===== src/verilog/dp_port_cfg.svh =====
`ifndef DP_PORT_CFG_SVH
`define DP_PORT_CFG_SVH
// Function
// - The host selects the array with array select low and token-latch select high, the latches the other way, and holds that choice until the write ends.
// - The host keeps the write strobe high during every read cycle.
// - The host keeps the write strobe high whenever the address lines change.
// - With output enable low the write pulse must last the longer of the minimum pulse and turn-off plus data set-up, with it high the minimum pulse is enough.
// - In slave use the host keeps the write strobe high until a hold time after busy returns high.
// - After a latch write the host keeps the latch select or output enable high for a flag update pulse before reading it back.

// ----------------------------------------------------------------
// Clock and pin timing
// ----------------------------------------------------------------
`define DP_CLK_PERIOD_NS 40
`define DP_WRITE_PULSE_NS 12
`define DP_STROBE_TO_HIZ_NS 10
`define DP_DATA_SETUP_NS 10
`define DP_SELECT_TO_END_NS 12
`define DP_SLAVE_WRITE_HOLD_NS 13
`define DP_FLAG_UPDATE_PULSE_NS 10
`define DP_PRIORITY_SETUP_NS 5
`define DP_SELECT_ACCESS_NS 15
`define DP_SYNC_STAGES 2

// Least times round up to whole cycles
`define DP_CEIL_CYC(ns) (((ns) + `DP_CLK_PERIOD_NS - 1) / `DP_CLK_PERIOD_NS)
`define DP_PULSE_CYC `DP_CEIL_CYC(`DP_WRITE_PULSE_NS)
`define DP_HIZ_SETUP_CYC `DP_CEIL_CYC(`DP_STROBE_TO_HIZ_NS + `DP_DATA_SETUP_NS)
`define DP_HOLD_CYC `DP_CEIL_CYC(`DP_SLAVE_WRITE_HOLD_NS)
`define DP_GAP_CYC `DP_CEIL_CYC(`DP_FLAG_UPDATE_PULSE_NS)
`define DP_ACCESS_CYC `DP_CEIL_CYC(`DP_SELECT_ACCESS_NS)

// ----------------------------------------------------------------
// Bus widths
// ----------------------------------------------------------------
`define DP_ADDR_W 17
`define DP_DATA_W 9

`endif


===== src/verilog/dp_port_pkg.sv =====
`include "dp_port_cfg.svh"
package dp_port_pkg;

  typedef enum logic [2:0] {
    ST_IDLE,
    ST_READ,
    ST_WAIT_BUSY,
    ST_STROBE,
    ST_HOLD
  } state_e;

  typedef struct packed {
    logic write;
    logic to_latch;
    logic [`DP_ADDR_W-1:0] addr;
    logic [`DP_DATA_W-1:0] wdata;
  } cmd_s;

  typedef struct packed {
    state_e st;
    logic [7:0] cnt;
    logic [7:0] bcnt;
    logic [7:0] gap;
    logic ready;
    logic done;
    logic ce_n;
    logic latch_sel_n;
    logic rw_n;
    logic oe_n;
    logic data_oe;
    logic [`DP_ADDR_W-1:0] addr;
    logic [`DP_DATA_W-1:0] wdata;
    logic [`DP_DATA_W-1:0] rdata;
  } ctl_s;

endpackage


===== src/verilog/dp_sync2.sv =====
`timescale 1ns/1ns
module dp_sync2 #(
  parameter int W = 1
) (
  input wire logic clk_i,
  input wire logic [W-1:0] d_i,
  output logic [W-1:0] q_o
);
  // ----------------------------------------------------------------
  // Two-stage synchroniser, first stage feeds only the second
  // ----------------------------------------------------------------
  logic [W-1:0] meta_q;

  always_ff @(posedge clk_i)
  begin
    meta_q <= d_i;
    q_o <= meta_q;
  end
endmodule // dp_sync2


===== src/verilog/dp_port_host.sv =====
`timescale 1ns/1ns
`include "dp_port_cfg.svh"
module dp_port_host #(
  parameter logic [7:0] PULSE_CYC = 8'(`DP_PULSE_CYC),
  parameter logic [7:0] HOLD_CYC = 8'(`DP_HOLD_CYC),
  parameter logic [7:0] GAP_CYC = 8'(`DP_GAP_CYC),
  parameter logic [7:0] ACCESS_CYC = 8'(`DP_ACCESS_CYC)
) (
  input wire logic clk_i,
  input wire logic resetn_i,
  input wire logic req_i,
  input wire dp_port_pkg::cmd_s cmd_i,
  output logic ready_o,
  output logic done_o,
  output logic [`DP_DATA_W-1:0] rdata_o,
  input wire logic busy_n_i,
  output logic ce_n_o,
  output logic token_latch_select_n_o,
  output logic rw_n_o,
  output logic oe_n_o,
  output logic [`DP_ADDR_W-1:0] addr_o,
  input wire logic [`DP_DATA_W-1:0] data_i,
  output logic [`DP_DATA_W-1:0] data_o,
  output logic data_oe_o
);
  // ----------------------------------------------------------------
  // Pin synchronisers
  // ----------------------------------------------------------------
  logic busy_n_s;
  logic [`DP_DATA_W-1:0] data_s;

  // Busy and data share one synchroniser; read data is taken long after the pins settle
  dp_sync2 #(.W(`DP_DATA_W + 1)) u_sync (
    .clk_i(clk_i),
    .d_i({busy_n_i, data_i}),
    .q_o({busy_n_s, data_s})
  );

  // Read data is sampled after the select access time plus the synchroniser delay
  // A slower part needs a larger access count; the read length follows it, but read_time_a and the read covers keep a fixed 5-cycle delay
  localparam logic [7:0] READ_LAST = 8'(ACCESS_CYC + 8'(`DP_SYNC_STAGES));

  // ----------------------------------------------------------------
  // Sequencer
  // ----------------------------------------------------------------
  dp_port_pkg::ctl_s q;
  dp_port_pkg::ctl_s d;

  always_comb
  begin
    d = q;
    d.done = 1'b0;
    unique case (q.st)
      dp_port_pkg::ST_IDLE:
      begin
        if (q.gap != 8'h00)
        begin
          d.gap = q.gap - 8'h01;
        end
        else if (req_i && q.ready)
        begin
          // Address moves only here, with the strobe high, and at reset, which clears it to zero
          d.addr = cmd_i.addr;
          d.wdata = cmd_i.wdata;
          d.ce_n = cmd_i.to_latch;
          d.latch_sel_n = !cmd_i.to_latch;
          d.rw_n = 1'b1;
          // Writes keep output enable high so the plain minimum pulse holds
          d.oe_n = cmd_i.write;
          d.data_oe = cmd_i.write;
          d.cnt = 8'h00;
          d.bcnt = 8'h00;
          d.st = cmd_i.write ? dp_port_pkg::ST_WAIT_BUSY : dp_port_pkg::ST_READ;
        end
      end
      dp_port_pkg::ST_READ:
      begin
        if (q.cnt >= READ_LAST)
        begin
          d.rdata = data_s;
          d.done = 1'b1;
          d.ce_n = 1'b1;
          d.latch_sel_n = 1'b1;
          d.oe_n = 1'b1;
          d.gap = GAP_CYC;
          d.st = dp_port_pkg::ST_IDLE;
        end
        else
        begin
          d.cnt = q.cnt + 8'h01;
        end
      end
      dp_port_pkg::ST_WAIT_BUSY:
      begin
        // Any low busy restarts the hold count
        if (!busy_n_s)
        begin
          d.bcnt = 8'h00;
        end
        else
        begin
          d.bcnt = (q.bcnt == 8'hFF) ? q.bcnt : q.bcnt + 8'h01;
          if (q.bcnt + 8'h01 >= HOLD_CYC)
          begin
            d.rw_n = 1'b0;
            d.cnt = 8'h01;
            d.st = dp_port_pkg::ST_STROBE;
          end
        end
      end
      dp_port_pkg::ST_STROBE:
      begin
        if (q.cnt >= PULSE_CYC)
        begin
          d.rw_n = 1'b1;
          d.st = dp_port_pkg::ST_HOLD;
        end
        else
        begin
          d.cnt = q.cnt + 8'h01;
        end
      end
      dp_port_pkg::ST_HOLD:
      begin
        // Select released only after the strobe has ended the write
        d.ce_n = 1'b1;
        d.latch_sel_n = 1'b1;
        d.data_oe = 1'b0;
        d.done = 1'b1;
        // Deselect gap also covers latch read-back after a latch write
        d.gap = GAP_CYC;
        d.st = dp_port_pkg::ST_IDLE;
      end
    endcase
    // Ready drops in the take cycle so a held request is not taken twice
    d.ready = (d.st == dp_port_pkg::ST_IDLE) && (d.gap == 8'h00) && !(req_i && q.ready);
    // Reset wins over any access, so an aborted one leaves every strobe high
    if (!resetn_i)
    begin
      d = '0;
      d.st = dp_port_pkg::ST_IDLE;
      d.ce_n = 1'b1;
      d.latch_sel_n = 1'b1;
      d.rw_n = 1'b1;
      d.oe_n = 1'b1;
    end
  end

  always_ff @(posedge clk_i)
  begin
    q <= d;
  end

  assign ready_o = q.ready;
  assign done_o = q.done;
  assign rdata_o = q.rdata;
  assign ce_n_o = q.ce_n;
  assign token_latch_select_n_o = q.latch_sel_n;
  assign rw_n_o = q.rw_n;
  assign oe_n_o = q.oe_n;
  assign addr_o = q.addr;
  assign data_o = q.wdata;
  assign data_oe_o = q.data_oe;
endmodule // dp_port_host


===== config.mk =====
export PLATFORM = sky130hd
export DESIGN_NAME = dp_port_host
export DESIGN_NICKNAME = d
export VERILOG_FILES = /design/src/verilog/dp_port_pkg.sv /design/src/verilog/dp_sync2.sv /design/src/verilog/dp_port_host.sv
export VERILOG_INCLUDE_DIRS = /design/src /design/src/verilog
export SDC_FILE = /design/constraint.sdc
export NUM_CORES = 1
export LEC_CHECK = 0
export BUFFER_PORTS_ARGS = -buffer_cell sky130_fd_sc_hd__clkbuf_2
export CORE_MARGIN = 2
export CORE_UTILIZATION = 46
export DETAILED_ROUTE_END_ITERATION = 12
export PLACE_DENSITY = 0.7
export SLEW_MARGIN = 15
export SYNTH_ARGS = -nofsm -noshare
export SYNTH_HDL_FRONTEND = slang
export SYNTH_SLANG_ARGS = --single-unit
export TNS_END_PERCENT = 5

===== constraint.sdc =====
create_clock -name clk_i -period 3.5 [get_ports clk_i]
set_input_delay 0.7 -clock clk_i [delete_from_list [all_inputs] [get_ports clk_i]]
set_output_delay 0.7 -clock clk_i [all_outputs]
set_load 0.05 [all_outputs]

## Word-level counts from Yosys, hierarchy flattened

Index checks and enable logic that the tools add are counted.

- Bits in registers: 89
- Output and inout port bits: 42
- Word-level logic and storage cells: 89

- $add $sub $neg: 3
- Magnitude comparators: 3
- Eq/ne operators: 14
- Muxes and demuxes: 29
- Bitwise operators: 1
- Reduce and logical (&&, ||, !) cells: 23

Operators with widths:

| cell | count |
|---|---|
| $mux 31 | 2 |
| $mux 8 | 6 |
| $mux 19 | 2 |
| $pmux 8 s4 | 1 |
| $pmux 8 s3 | 1 |
| $mux 11 | 2 |
| $add 8x1->8 const B | 2 |
| $ge 8x1->1 const B | 2 |
| $pmux 8 s2 | 1 |
| $pmux 3 s5 | 1 |
| $ne 2x2->1 const B | 7 |
| $reduce_and 4->1 | 3 |
| $mux 3 | 3 |
| $eq 8x8->1 const B | 1 |
| $ge 8x2->1 const B | 1 |
| $logic_not 8->1 | 1 |
| $reduce_bool 8->1 | 1 |
| $sub 8x1->8 const B | 1 |
| $reduce_and 7->1 | 1 |
| $eq 3x2->1 const B | 2 |
| $logic_not 3->1 | 2 |
| $pmux 1 s2 | 3 |
| $pmux 2 s3 | 1 |
| $reduce_and 3->1 | 2 |
| 15 further kinds | 24 |

## Logic depth before layout (Yosys ltp)

Gate-level depths: netlist (run 1).

- Depth after elaboration: 8
- Depth in mapped cells: 9

## Modules after synthesis

A second synthesis (run 1) with hierarchy kept.

- Cells, all modules: 471
- Area, all modules: 3,990.1 um2

By module, submodules not included:

| module | times used | cells an instance | area each (um2) | sequential area each (um2) |
|---|---|---|---|---|
| dp_port_host | 1 | 451 | 3,589.7 | 1,381.3 |
| dp_sync2 | 1 | 20 | 400.4 | 400.4 |

## Worst setup path after synthesis (run 1)

OpenSTA, ideal clock, no wires.

- Path type: register -> register
- Start: register q[42] in the netlist's numbering
- End: register q[52] in the netlist's numbering
- Arrival: 2.186 ns
- Required time: 3.430 ns
- Setup slack: 1.244 ns
- Cell stages (with the launch flop): 9
- Buffers on the path: 0
- Clock period less this slack: 2.256 ns
- Cell sequence: dfxtp_1 -> inv_1 -> ha_1 -> or4b_4 -> nor3_4 -> o221ai_2 -> or2_4 -> or3b_1 -> a21oi_1

- Word-level cells in the longest chain between the ends: 3

RTL lines:

| what | line | source |
|---|---|---|
| start: declaration | dp_port_host.sv:46 | `dp_port_pkg::ctl_s q;` |
| start signal: assignment | dp_port_host.sv:151 | `q <= d;` |
| $reduce_bool 8->1 | dp_port_host.sv:56 | `if (q.gap != 8'h00)` |
| $ne 2x2->1 (no source line) | n/a |  |
| $reduce_and 4->1 (no source line) | n/a |  |

No other way between the ends.
A chain may end at the register's enable or synchronous reset.

## Final worst setup path (run 1)

Same ends and word-level chain as after synthesis.

==> flow_summary.json, run 1 <==
{
  "preCtsSetupSlack_ns": 0.8861,
  "status": "complete, no violations",
  "ys_ff_latch": 89,
  "antenna_found_initial": 0,
  "irDropWorstVdd_mv": 0.3380,
  "diodes": 0,
  "grt_pass1_wl_microns": 13370,
  "p_leak_nw": 1.736,
  "worstSetupPathType": "register to register",
  "synth_edf_count": 0,
  "utilization": 0.5258,
  "ant_nets": 0,
  "grt_pass1_vias": 2895,
  "wirelength_microns": 8566,
  "cp.arrival_ns": 2.96,
  "post-route-min-period_ns": 2.668,
  "timing.fmax_mhz": 374.9,
  "finalHoldViolCount": 0,
  "clock_latency_ns": 0.36,
  "fillers": 819,
  "post-route-drc-count": 0,
  "tns_ns": 0,
  "layout_common_cells": "89 x dfxtp_1, 82 x clkbuf_2, 71 x nand2_1, 47 x a21oi_1, 46 x nor2_1",
  "area_growth_pct": 10.37,
  "dp_hpwl_microns": 6060,
  "yosysUniqueCellTypes": 60,
  "tritoncts": "yes",
  "setup-violations-final": 0,
  "post-route-period-util": 0.7622,
  "dieArea_sq_um": 9307,
  "startpoint_type": "register",
  "power.density_nw_per_um2": 527.2,
  "syn-cell-area_sq_um": 3934,
  "drv_slew": 0,
  "hold_buffers": 0,
  "cts-htree-levels": 3,
  "start_util": 0.4764,
  "total_power_w": 0.002289,
  "postSynthCellCount": 469,
  "min_path_type": "register to register",
  "dr.first_iter.drc_count": 218,
  "fin_cells": 617,
  "async_reset_ff_frac": 0,
  "slew-limit-headroom": 0.3988,
  "fin_skew_ns": 0.01316,
  "ys_seq_area_frac": 0.4529,
  "cts-root-buf": "clkbuf_8",
  "synthFlopType": "dfxtp_1",
  "grt_max_degree": 46,
  "wl_per_cell_microns": 13.88,
  "rsz0062_at_grt": "false",
  "vias": 3295,
  "grt_usage": 0.1837,
  "grt_overflow": 0,
  "clk_pin_slew_ns": 0.10,
  "cts-buffers-inserted": 9,
  "synth_fp_nets": 516,
  "maxCapViolations": 0,
  "placed_cells": 601,
  "drt_first_pass_iters": 5,
  "final_common_cell": "dfxtp_1",
  "die_height_microns": 96.48,
  "drive_gt1_frac": 0.2188,
  "endpoint_kind": "register",
  "clk_path_buf_depth": 2,
  "postCtsSetupBuffers": 0,
  "port_buffers": 82,
  "vias_per_cell": 5.340,
  "cts_resized": 0,
  "rows": 33,
  "yosysWarningCount": 0,
  "gp_congestion": 0.9195,
  "finalWorstSetupSlack_ns": 0.8323,
  "clock_sinks": 89,
  "die_w_microns": 96.48,
  "crit_fanout": 11,
  "synth.avg_cell_area_sq_um": 8.388,
  "io_pins": 83,
  "core_sq_um": 8258,
  "required_ns": 3.79,
  "nNetsFinal": 554,
  "worst_slew_pin_slew_ns": 0.8996
}
[critical path, stage by stage (launching register included)]
cell      delay [ns]
dfxtp_1         0.34
inv_1           0.10
ha_1            0.22
or4b_4          0.52
nor3_4          0.31
o221ai_2        0.24
or2_4           0.33
or3b_1          0.38
a21oi_1         0.14
[cell type report]
| class | instances | area, sq um | area share |
|---|---|---|---|
| Clock buffer | 9 | 123.9 | 0.02853 |
| Timing Repair Buffer | 85 | 432.9 | 0.09971 |
| Sequential cell | 89 | 1782 | 0.4104 |
| Tap cell | 105 | 131.4 | 0.03026 |
| Multi-Input combinational cell | 309 | 1749 | 0.4029 |
| Inverter | 13 | 48.80 | 0.01124 |
| Clock inverter | 7 | 73.82 | 0.01700 |
[metrics by stage]
stage,area (sq um),hold WS [ns]
floorplan,3934,0.3096
global placement,4144,0.3098
CTS,4342,0.3366
finish,4342,0.3340
detailed placement,4144,0.3121
global route,4342,0.3437
[kinds of logic (layout without fill, tap and decap cells)]
logic type	count (synthesis)	after routing	share of synthesized area
simple gates	185	185	0.2274
compound gates	106	106	0.1667
flops	89	89	0.4529
buf+inv	71	114	0.1037
mux	11	11	0.02799
fa+ha+maj	6	6	0.01908
xor+xnor	1	1	0.002227
[report_power, final]
part	total [W]	switching (W)	leakage, nW	internal, W
combinational	0.000482	0.000293	0.915	0.000188
sequential	0.00112	0.0000582	0.726	0.00106
clock	0.000687	0.000407	0.0942	0.000280
[per-layer routing]
metal | vias to the layer above | part of all wire | global-route usage | wire (microns)
met3 | 5 | 0.058 | 0.04577 | 495
met5 | - | 0 | 0 | 0
li1 | 1676 | - | - | -
met4 | 0 | 0.0090 | 0.05399 | 77
met2 | 110 | 0.48 | 0.2998 | 4113
met1 | 1504 | 0.45 | 0.2413 | 3880
[cell usage after synthesis, types with 2 or more instances]
| cell | instances | area share |
|---|---|---|
| inv_1 | 13 | 0.012 |
| dfxtp_1 | 89 | 0.45 |
| buf_1 | 3 | 0.0029 |
| a211oi_1 | 4 | 0.0076 |
| nor4_1 | 5 | 0.0080 |
| nand3_1 | 14 | 0.018 |
| buf_4 | 35 | 0.067 |
| o31ai_1 | 2 | 0.0038 |
| a21oi_1 | 47 | 0.060 |
| ha_1 | 6 | 0.019 |
| buf_2 | 2 | 0.0025 |
| nor2_1 | 46 | 0.044 |
| a31oi_1 | 6 | 0.0095 |
| or3b_1 | 3 | 0.0067 |
| a311oi_1 | 2 | 0.0045 |
| nand2_1 | 71 | 0.068 |
| a22oi_1 | 2 | 0.0038 |
| mux2i_1 | 11 | 0.028 |
| o211ai_1 | 4 | 0.0076 |
| o22ai_1 | 2 | 0.0032 |
| o2111ai_1 | 2 | 0.0045 |
| nor2b_1 | 2 | 0.0032 |
| and3_1 | 6 | 0.0095 |
| nor3_1 | 7 | 0.0089 |
| nand2b_1 | 2 | 0.0032 |
| or3_1 | 7 | 0.011 |
| clkbuf_1 | 17 | 0.016 |
| and2_1 | 4 | 0.0064 |
| nand4_1 | 5 | 0.0080 |
| o21ai_0 | 19 | 0.024 |
| and3b_1 | 2 | 0.0045 |
[state kept, by name (all words and copies together), names as in the netlist, 9 cells and up]
name and flops:
data_o 9, u_sync.q_o 10, rdata_o 9, u_sync.meta_q 10, q 27, addr_o 17
[path summary, 6_finish.rpt]
kind                    start             to  slack [ns]  depth (start not counted)
max reg2reg             q[42]          q[52]        0.83                          8
max                     q[42]          q[52]        0.83                          8
min reg2reg  u_sync.meta_q[9]  u_sync.q_o[9]        0.33                          0
min          u_sync.meta_q[9]  u_sync.q_o[9]        0.33                          0
Note: power is estimated with default switching activity, not from simulation.
==> inputs of run 2 (changes only) <==
==> constraint.sdc (replaced) <==
create_clock -name clk_i -period 2.75 [get_ports clk_i]
set_input_delay 0.55 -clock clk_i [delete_from_list [all_inputs] [get_ports clk_i]]
set_output_delay 0.55 -clock clk_i [all_outputs]
set_load 0.05 [all_outputs]
==> flow_summary.json, run 2 (synthesis gave the netlist of run 1 again) <==
{
  "diodes": 0,
  "rows": 33,
  "cp.arrival_ns": 2.80,
  "start_util": 0.4764,
  "fin_skew_ns": 0.008338,
  "busiest_layer": "met2",
  "postCtsSetupBuffers": 0,
  "p_leak_nw": 1.767,
  "wirelength_microns": 8393,
  "post-route-period-util": 0.9149,
  "status": "complete, no violations",
  "min_path_type": "primary input to register",
  "required_ns": 3.04,
  "intPower_w": 0.001977,
  "startpoint_type": "register",
  "io_pins": 83,
  "utilization": 0.5323,
  "area_growth_pct": 11.74,
  "hold_buffers": 0,
  "cts-root-buf": "clkbuf_8",
  "drv_slew": 0,
  "layout_common_cells": "89 x dfxtp_1, 82 x clkbuf_2, 71 x nand2_1, 47 x a21oi_1, 46 x nor2_1",
  "cts-htree-levels": 3,
  "p_seq_frac": 0.496,
  "met2_usage": 0.2946,
  "wl_per_cell_microns": 13.43,
  "post-route-drc-count": 0,
  "fillers": 796,
  "top_register": "q",
  "vias_per_cell": 5.283,
  "use_met3": 0.04655,
  "grt_pass1_vias": 2862,
  "worst_slew_pin_slew_ns": 1.033,
  "tritoncts": "yes",
  "p_sw_frac": 0.3129,
  "grt_pass1_wl_microns": 13210,
  "worstSetupPathType": "register to register",
  "clock_sinks": 89,
  "p_sw_w": 0.0009004,
  "largest_reg_flops": 27,
  "cts_resized": 0,
  "irDropWorstVdd_mv": 0.3706,
  "antenna_found_initial": 0,
  "finalHoldViolCount": 0,
  "endpoint_kind": "register",
  "die_w_microns": 96.48,
  "clock_latency_ns": 0.35,
  "clk_pin_slew_ns": 0.09,
  "nNetsFinal": 562,
  "cts-buffers-inserted": 9,
  "setup-violations-final": 0,
  "final_cell_area_sq_um": 4395,
  "drt_first_pass_iters": 4,
  "crit_fanout": 6,
  "rsz0062_at_grt": "false",
  "vias": 3302,
  "power.density_nw_per_um2": 654.6,
  "grt_overflow": 0,
  "slew-limit-headroom": 0.3077,
  "place_area_sq_um": 4217,
  "post-route-min-period_ns": 2.516,
  "tns_ns": 0,
  "port_buffers": 82,
  "timing.fmax_mhz": 397.4,
  "met1_usage": 0.2344,
  "drive_gt1_frac": 0.2288,
  "dp_hpwl_microns": 6113,
  "maxCapViolations": 0,
  "grt_usage": 0.1826,
  "final_common_cell": "dfxtp_1",
  "die_height_microns": 96.48,
  "ant_nets": 0,
  "dr.first_iter.drc_count": 165,
  "pwr-share-comb": 0.221,
  "grt_max_degree": 46,
  "gp_congestion": 0.9598,
  "dieArea_sq_um": 9307,
  "core_sq_um": 8258,
  "clkPwrFrac": 0.283,
  "clk_path_buf_depth": 2
}
-- run 2: cell types whose count changed in the layout (fill, tap and decap cells not counted) --
| cell | change |
|---|---|
| buf_4 | +7 |
| inv_8 | -3 |
| inv_6 | +2 |
| buf_12 | +1 |
| clkbuf_1 | +1 |
| clkbuf_8 | +1 |
| clkinv_2 | +1 |
| clkinv_4 | -1 |
| clkinv_8 | -1 |
-- run 2: metal layers --
layer	vias up	routed length, microns
li1	1682	-
met1	1522	3814
met2	90	4003
met3	8	481
met4	0	95
met5	-	0
-- run 2: metrics by stage --
stage / hold WS [ns] / total power, W / setup slack (ns) / std cells
4_1_cts: 0.2669 / 0.002908 / 0.2382 / 625
5_1_grt: 0.2611 / 0.003048 / 0.1299 / 625
3_3_place_gp: 0.3100 / 0.002081 / 0.3686 / 609
6_report: 0.2935 / 0.002877 / 0.2339 / 625
3_5_place_dp: 0.3121 / 0.002083 / 0.2855 / 609
2_1_floorplan: 0.3096 / 0.001923 / 0.4938 / 469
-- run 2: area by class of cell --
type | instances | area (sq um) | area share
multi-input combinational | 309 | 1749 | 0.3980
inverter | 13 | 48.80 | 0.01110
timing repair buffer | 93 | 505.5 | 0.1150
clock buffer | 11 | 141.4 | 0.03217
clock inverter | 5 | 37.54 | 0.008540
tap | 105 | 131.4 | 0.02989
sequential | 89 | 1782 | 0.4054
-- run 2: final timing paths --
check | depth (start not counted) | to | slack (ns) | start
max | 8 | q[54] | 0.23 | q[42]
min | 1 | u_sync.meta_q[1] | 0.29 | data_i[1]
max reg2reg | 8 | q[54] | 0.23 | q[42]
min reg2reg | 0 | u_sync.q_o[7] | 0.33 | u_sync.meta_q[7]
-- run 2: power by group through the flow --
| stage | Sequential, W | Combinational [W] | Clock, W |
|---|---|---|---|
| floorplan | 0.00144 | 0.000485 | 0 |
| global placement | 0.00145 | 0.000632 | 0 |
| detailed placement | 0.00145 | 0.000629 | 0 |
| CTS | 0.00142 | 0.000633 | 0.000851 |
| global route | 0.00143 | 0.000713 | 0.000900 |
| finish | 0.00143 | 0.000637 | 0.000814 |
-- run 2: worst max-delay path, stage by stage, from the launching register on --
cell,delay [ns]
dfxtp_1,0.34
inv_1,0.11
ha_1,0.23
or4b_4,0.52
nor3_4,0.30
o221ai_2,0.15
or2_4,0.28
or3b_1,0.38
a21oi_1,0.15
==> inputs of run 3 (changes only) <==
--- a/config.mk
+++ b/config.mk
@@ -6,11 +6,11 @@
 export SDC_FILE = /design/constraint.sdc
 export NUM_CORES = 1
 export LEC_CHECK = 0
-export BUFFER_PORTS_ARGS = -buffer_cell sky130_fd_sc_hd__clkbuf_2
-export CORE_MARGIN = 2
 export CORE_UTILIZATION = 46
 export DETAILED_ROUTE_END_ITERATION = 12
-export PLACE_DENSITY = 0.7
+export DONT_BUFFER_PORTS = 1
+export PLACE_DENSITY = 0.62
+export SETUP_SLACK_MARGIN = 0.4
 export SLEW_MARGIN = 15
 export SYNTH_ARGS = -nofsm -noshare
 export SYNTH_HDL_FRONTEND = slang
==> flow_summary.json, run 3 (synthesis gave the netlist of run 1 again) <==
{
  "status": "complete, no violations",
  "rsz0062_at_grt": "true",
  "rows": 33,
  "placed_cells": 531,
  "slew-limit-headroom": 0.5274,
  "worstReg2RegEnd": "ready_o",
  "min_path_cells": 0,
  "cts-buffers-inserted": 9,
  "antenna_found_initial": 0,
  "layout_common_cells": "85 x dfxtp_1, 71 x nand2_1, 46 x nor2_1, 45 x a21oi_1",
  "post-route-period-util": 0.8449,
  "highest_layer": "met4",
  "final_common_cell": "dfxtp_1",
  "clock_sinks": 89,
  "met1_length_microns": 3667,
  "wl_met2_microns": 4015,
  "grt_pass1_vias": 2671,
  "dieArea_sq_um": 8926,
  "drv_slew": 0,
  "diodes": 0,
  "die_w_microns": 94.48,
  "worst_slew_pin_slew_ns": 0.7026,
  "core_sq_um": 8258,
  "crit_fanout": 5,
  "tns_ns": 0,
  "min_path_type": "primary input to register",
  "setup-violations-final": 0,
  "vias_per_cell": 5.564,
  "io_pins": 83,
  "cts-htree-levels": 3,
  "vias": 3066,
  "grt_max_degree": 28,
  "grt_usage": 0.1859,
  "start_util": 0.4764,
  "worstHoldStart": "data_i[8]",
  "worstSetupPathType": "register to register",
  "required_ns": 3.02,
  "grt_pass1_wl_microns": 12920,
  "hold_path_end": "u_sync.meta_q[8]",
  "gp_congestion": 0.9082,
  "fin_skew_ns": 0.01259,
  "wl_met3_microns": 573,
  "drt_first_pass_iters": 4,
  "tritoncts": "yes",
  "post-route-drc-count": 0,
  "port_buffers": 0,
  "die_height_microns": 94.48,
  "timing.fmax_mhz": 430.4,
  "endpoint_kind": "register",
  "wl_per_cell_microns": 15.17,
  "fin_cells": 551,
  "timing.rr.start": "q[43]",
  "post-route-min-period_ns": 2.324,
  "area_growth_pct": 3.690,
  "clk_pin_slew_ns": 0.10,
  "clk_path_buf_depth": 2,
  "nNetsFinal": 488,
  "grt_overflow": 0,
  "wirelength_microns": 8361,
  "top_register": "q",
  "ant_nets": 0,
  "clock_latency_ns": 0.37,
  "p_leak_nw": 1.456,
  "finalHoldViolCount": 0,
  "rrSetupSlack_ns": 0.43,
  "reg2regPathDepth": 8,
  "startpoint_type": "register",
  "hold_buffers": 0,
  "irDropWorstVdd_mv": 0.5769,
  "cp.arrival_ns": 2.59,
  "cts-root-buf": "clkbuf_8",
  "drive_gt1_frac": 0.1256,
  "maxCapViolations": 0,
  "dr.first_iter.drc_count": 208,
  "holdWs_ns": 0.1991,
  "power.density_nw_per_um2": 730.0,
  "largest_reg_flops": 27,
  "dp_hpwl_microns": 5862
}
[run 3: changes by cell type in the layout (fill, tap and decap cells not counted), sizes merged]
cell    delta
clkbuf    -84
buf        +8
inv        +2
[run 3: worst max-delay path: stages, from the launching register on]
cell     delay [ns]
dfxtp_4        0.37
inv_2          0.07
ha_4           0.14
or4b_4         0.50
nor2_1         0.31
nor4_1         0.11
o21ai_0        0.28
nand3_1        0.16
nor4_1         0.29
[run 3: per-layer routing]
metal | track usage | vias up
li1 | - | 1540
met1 | 0.2374 | 1425
met5 | 0 | -
met4 | 0.07323 | 0
met2 | 0.2893 | 93
met3 | 0.06119 | 8
[run 3: through the flow]
| step | instance area (sq um) | util | total power, W | setup slack, ns |
|---|---|---|---|---|
| 3_3_place_gp | 3824 | 0.4630 | 0.002069 | 0.3608 |
| 5_1_grt | 4079 | 0.4939 | 0.003139 | 0.3514 |
| 2_1_floorplan | 3934 | - | 0.001923 | 0.4938 |
| 3_5_place_dp | 3824 | 0.4630 | 0.002065 | 0.2806 |
| 4_1_cts | 4026 | 0.4876 | 0.002953 | 0.4007 |
| 6_report | 4079 | 0.4939 | 0.002978 | 0.4264 |
[run 3: worst max-delay path by stage]
stage / from / endpoint / slack (ns) / depth (start not counted)
6_report: q[43] / ready_o / 0.43 / 8
3_5_place_dp: q[42] / q[52] / 0.28 / 8
2_1_floorplan: q[42] / q[52] / 0.49 / 8
3_3_place_gp: q[42] / q[52] / 0.36 / 8
5_1_grt: q[43] / q[52] / 0.35 / 8
4_1_cts: q[42] / q[52] / 0.40 / 8
[run 3: where the power goes]
group	internal (W)	total, W	switching [W]
Clock	0.000355	0.000875	0.000521
Combinational	0.000283	0.000649	0.000366
Sequential	0.00136	0.00145	0.0000959
[run 3: area by class of cell]
type                            instances  area, sq um
Sequential cell                        89         1789
Fill cell                             811         4179
Clock inverter                          7        68.82
Inverter                               13        48.80
Tap cell                              105        131.4
Clock buffer                            9        123.9
Timing Repair Buffer                   19        142.6
Multi-Input combinational cell        309         1774
[run 3: repair_timing]
action | 4_1_cts | 5_1_grt
pin swaps | 2 | 11
endpoints found under the setup margin | 7 | 13
setup buffers | 1 | 3
gates resized for setup | 1 | 11
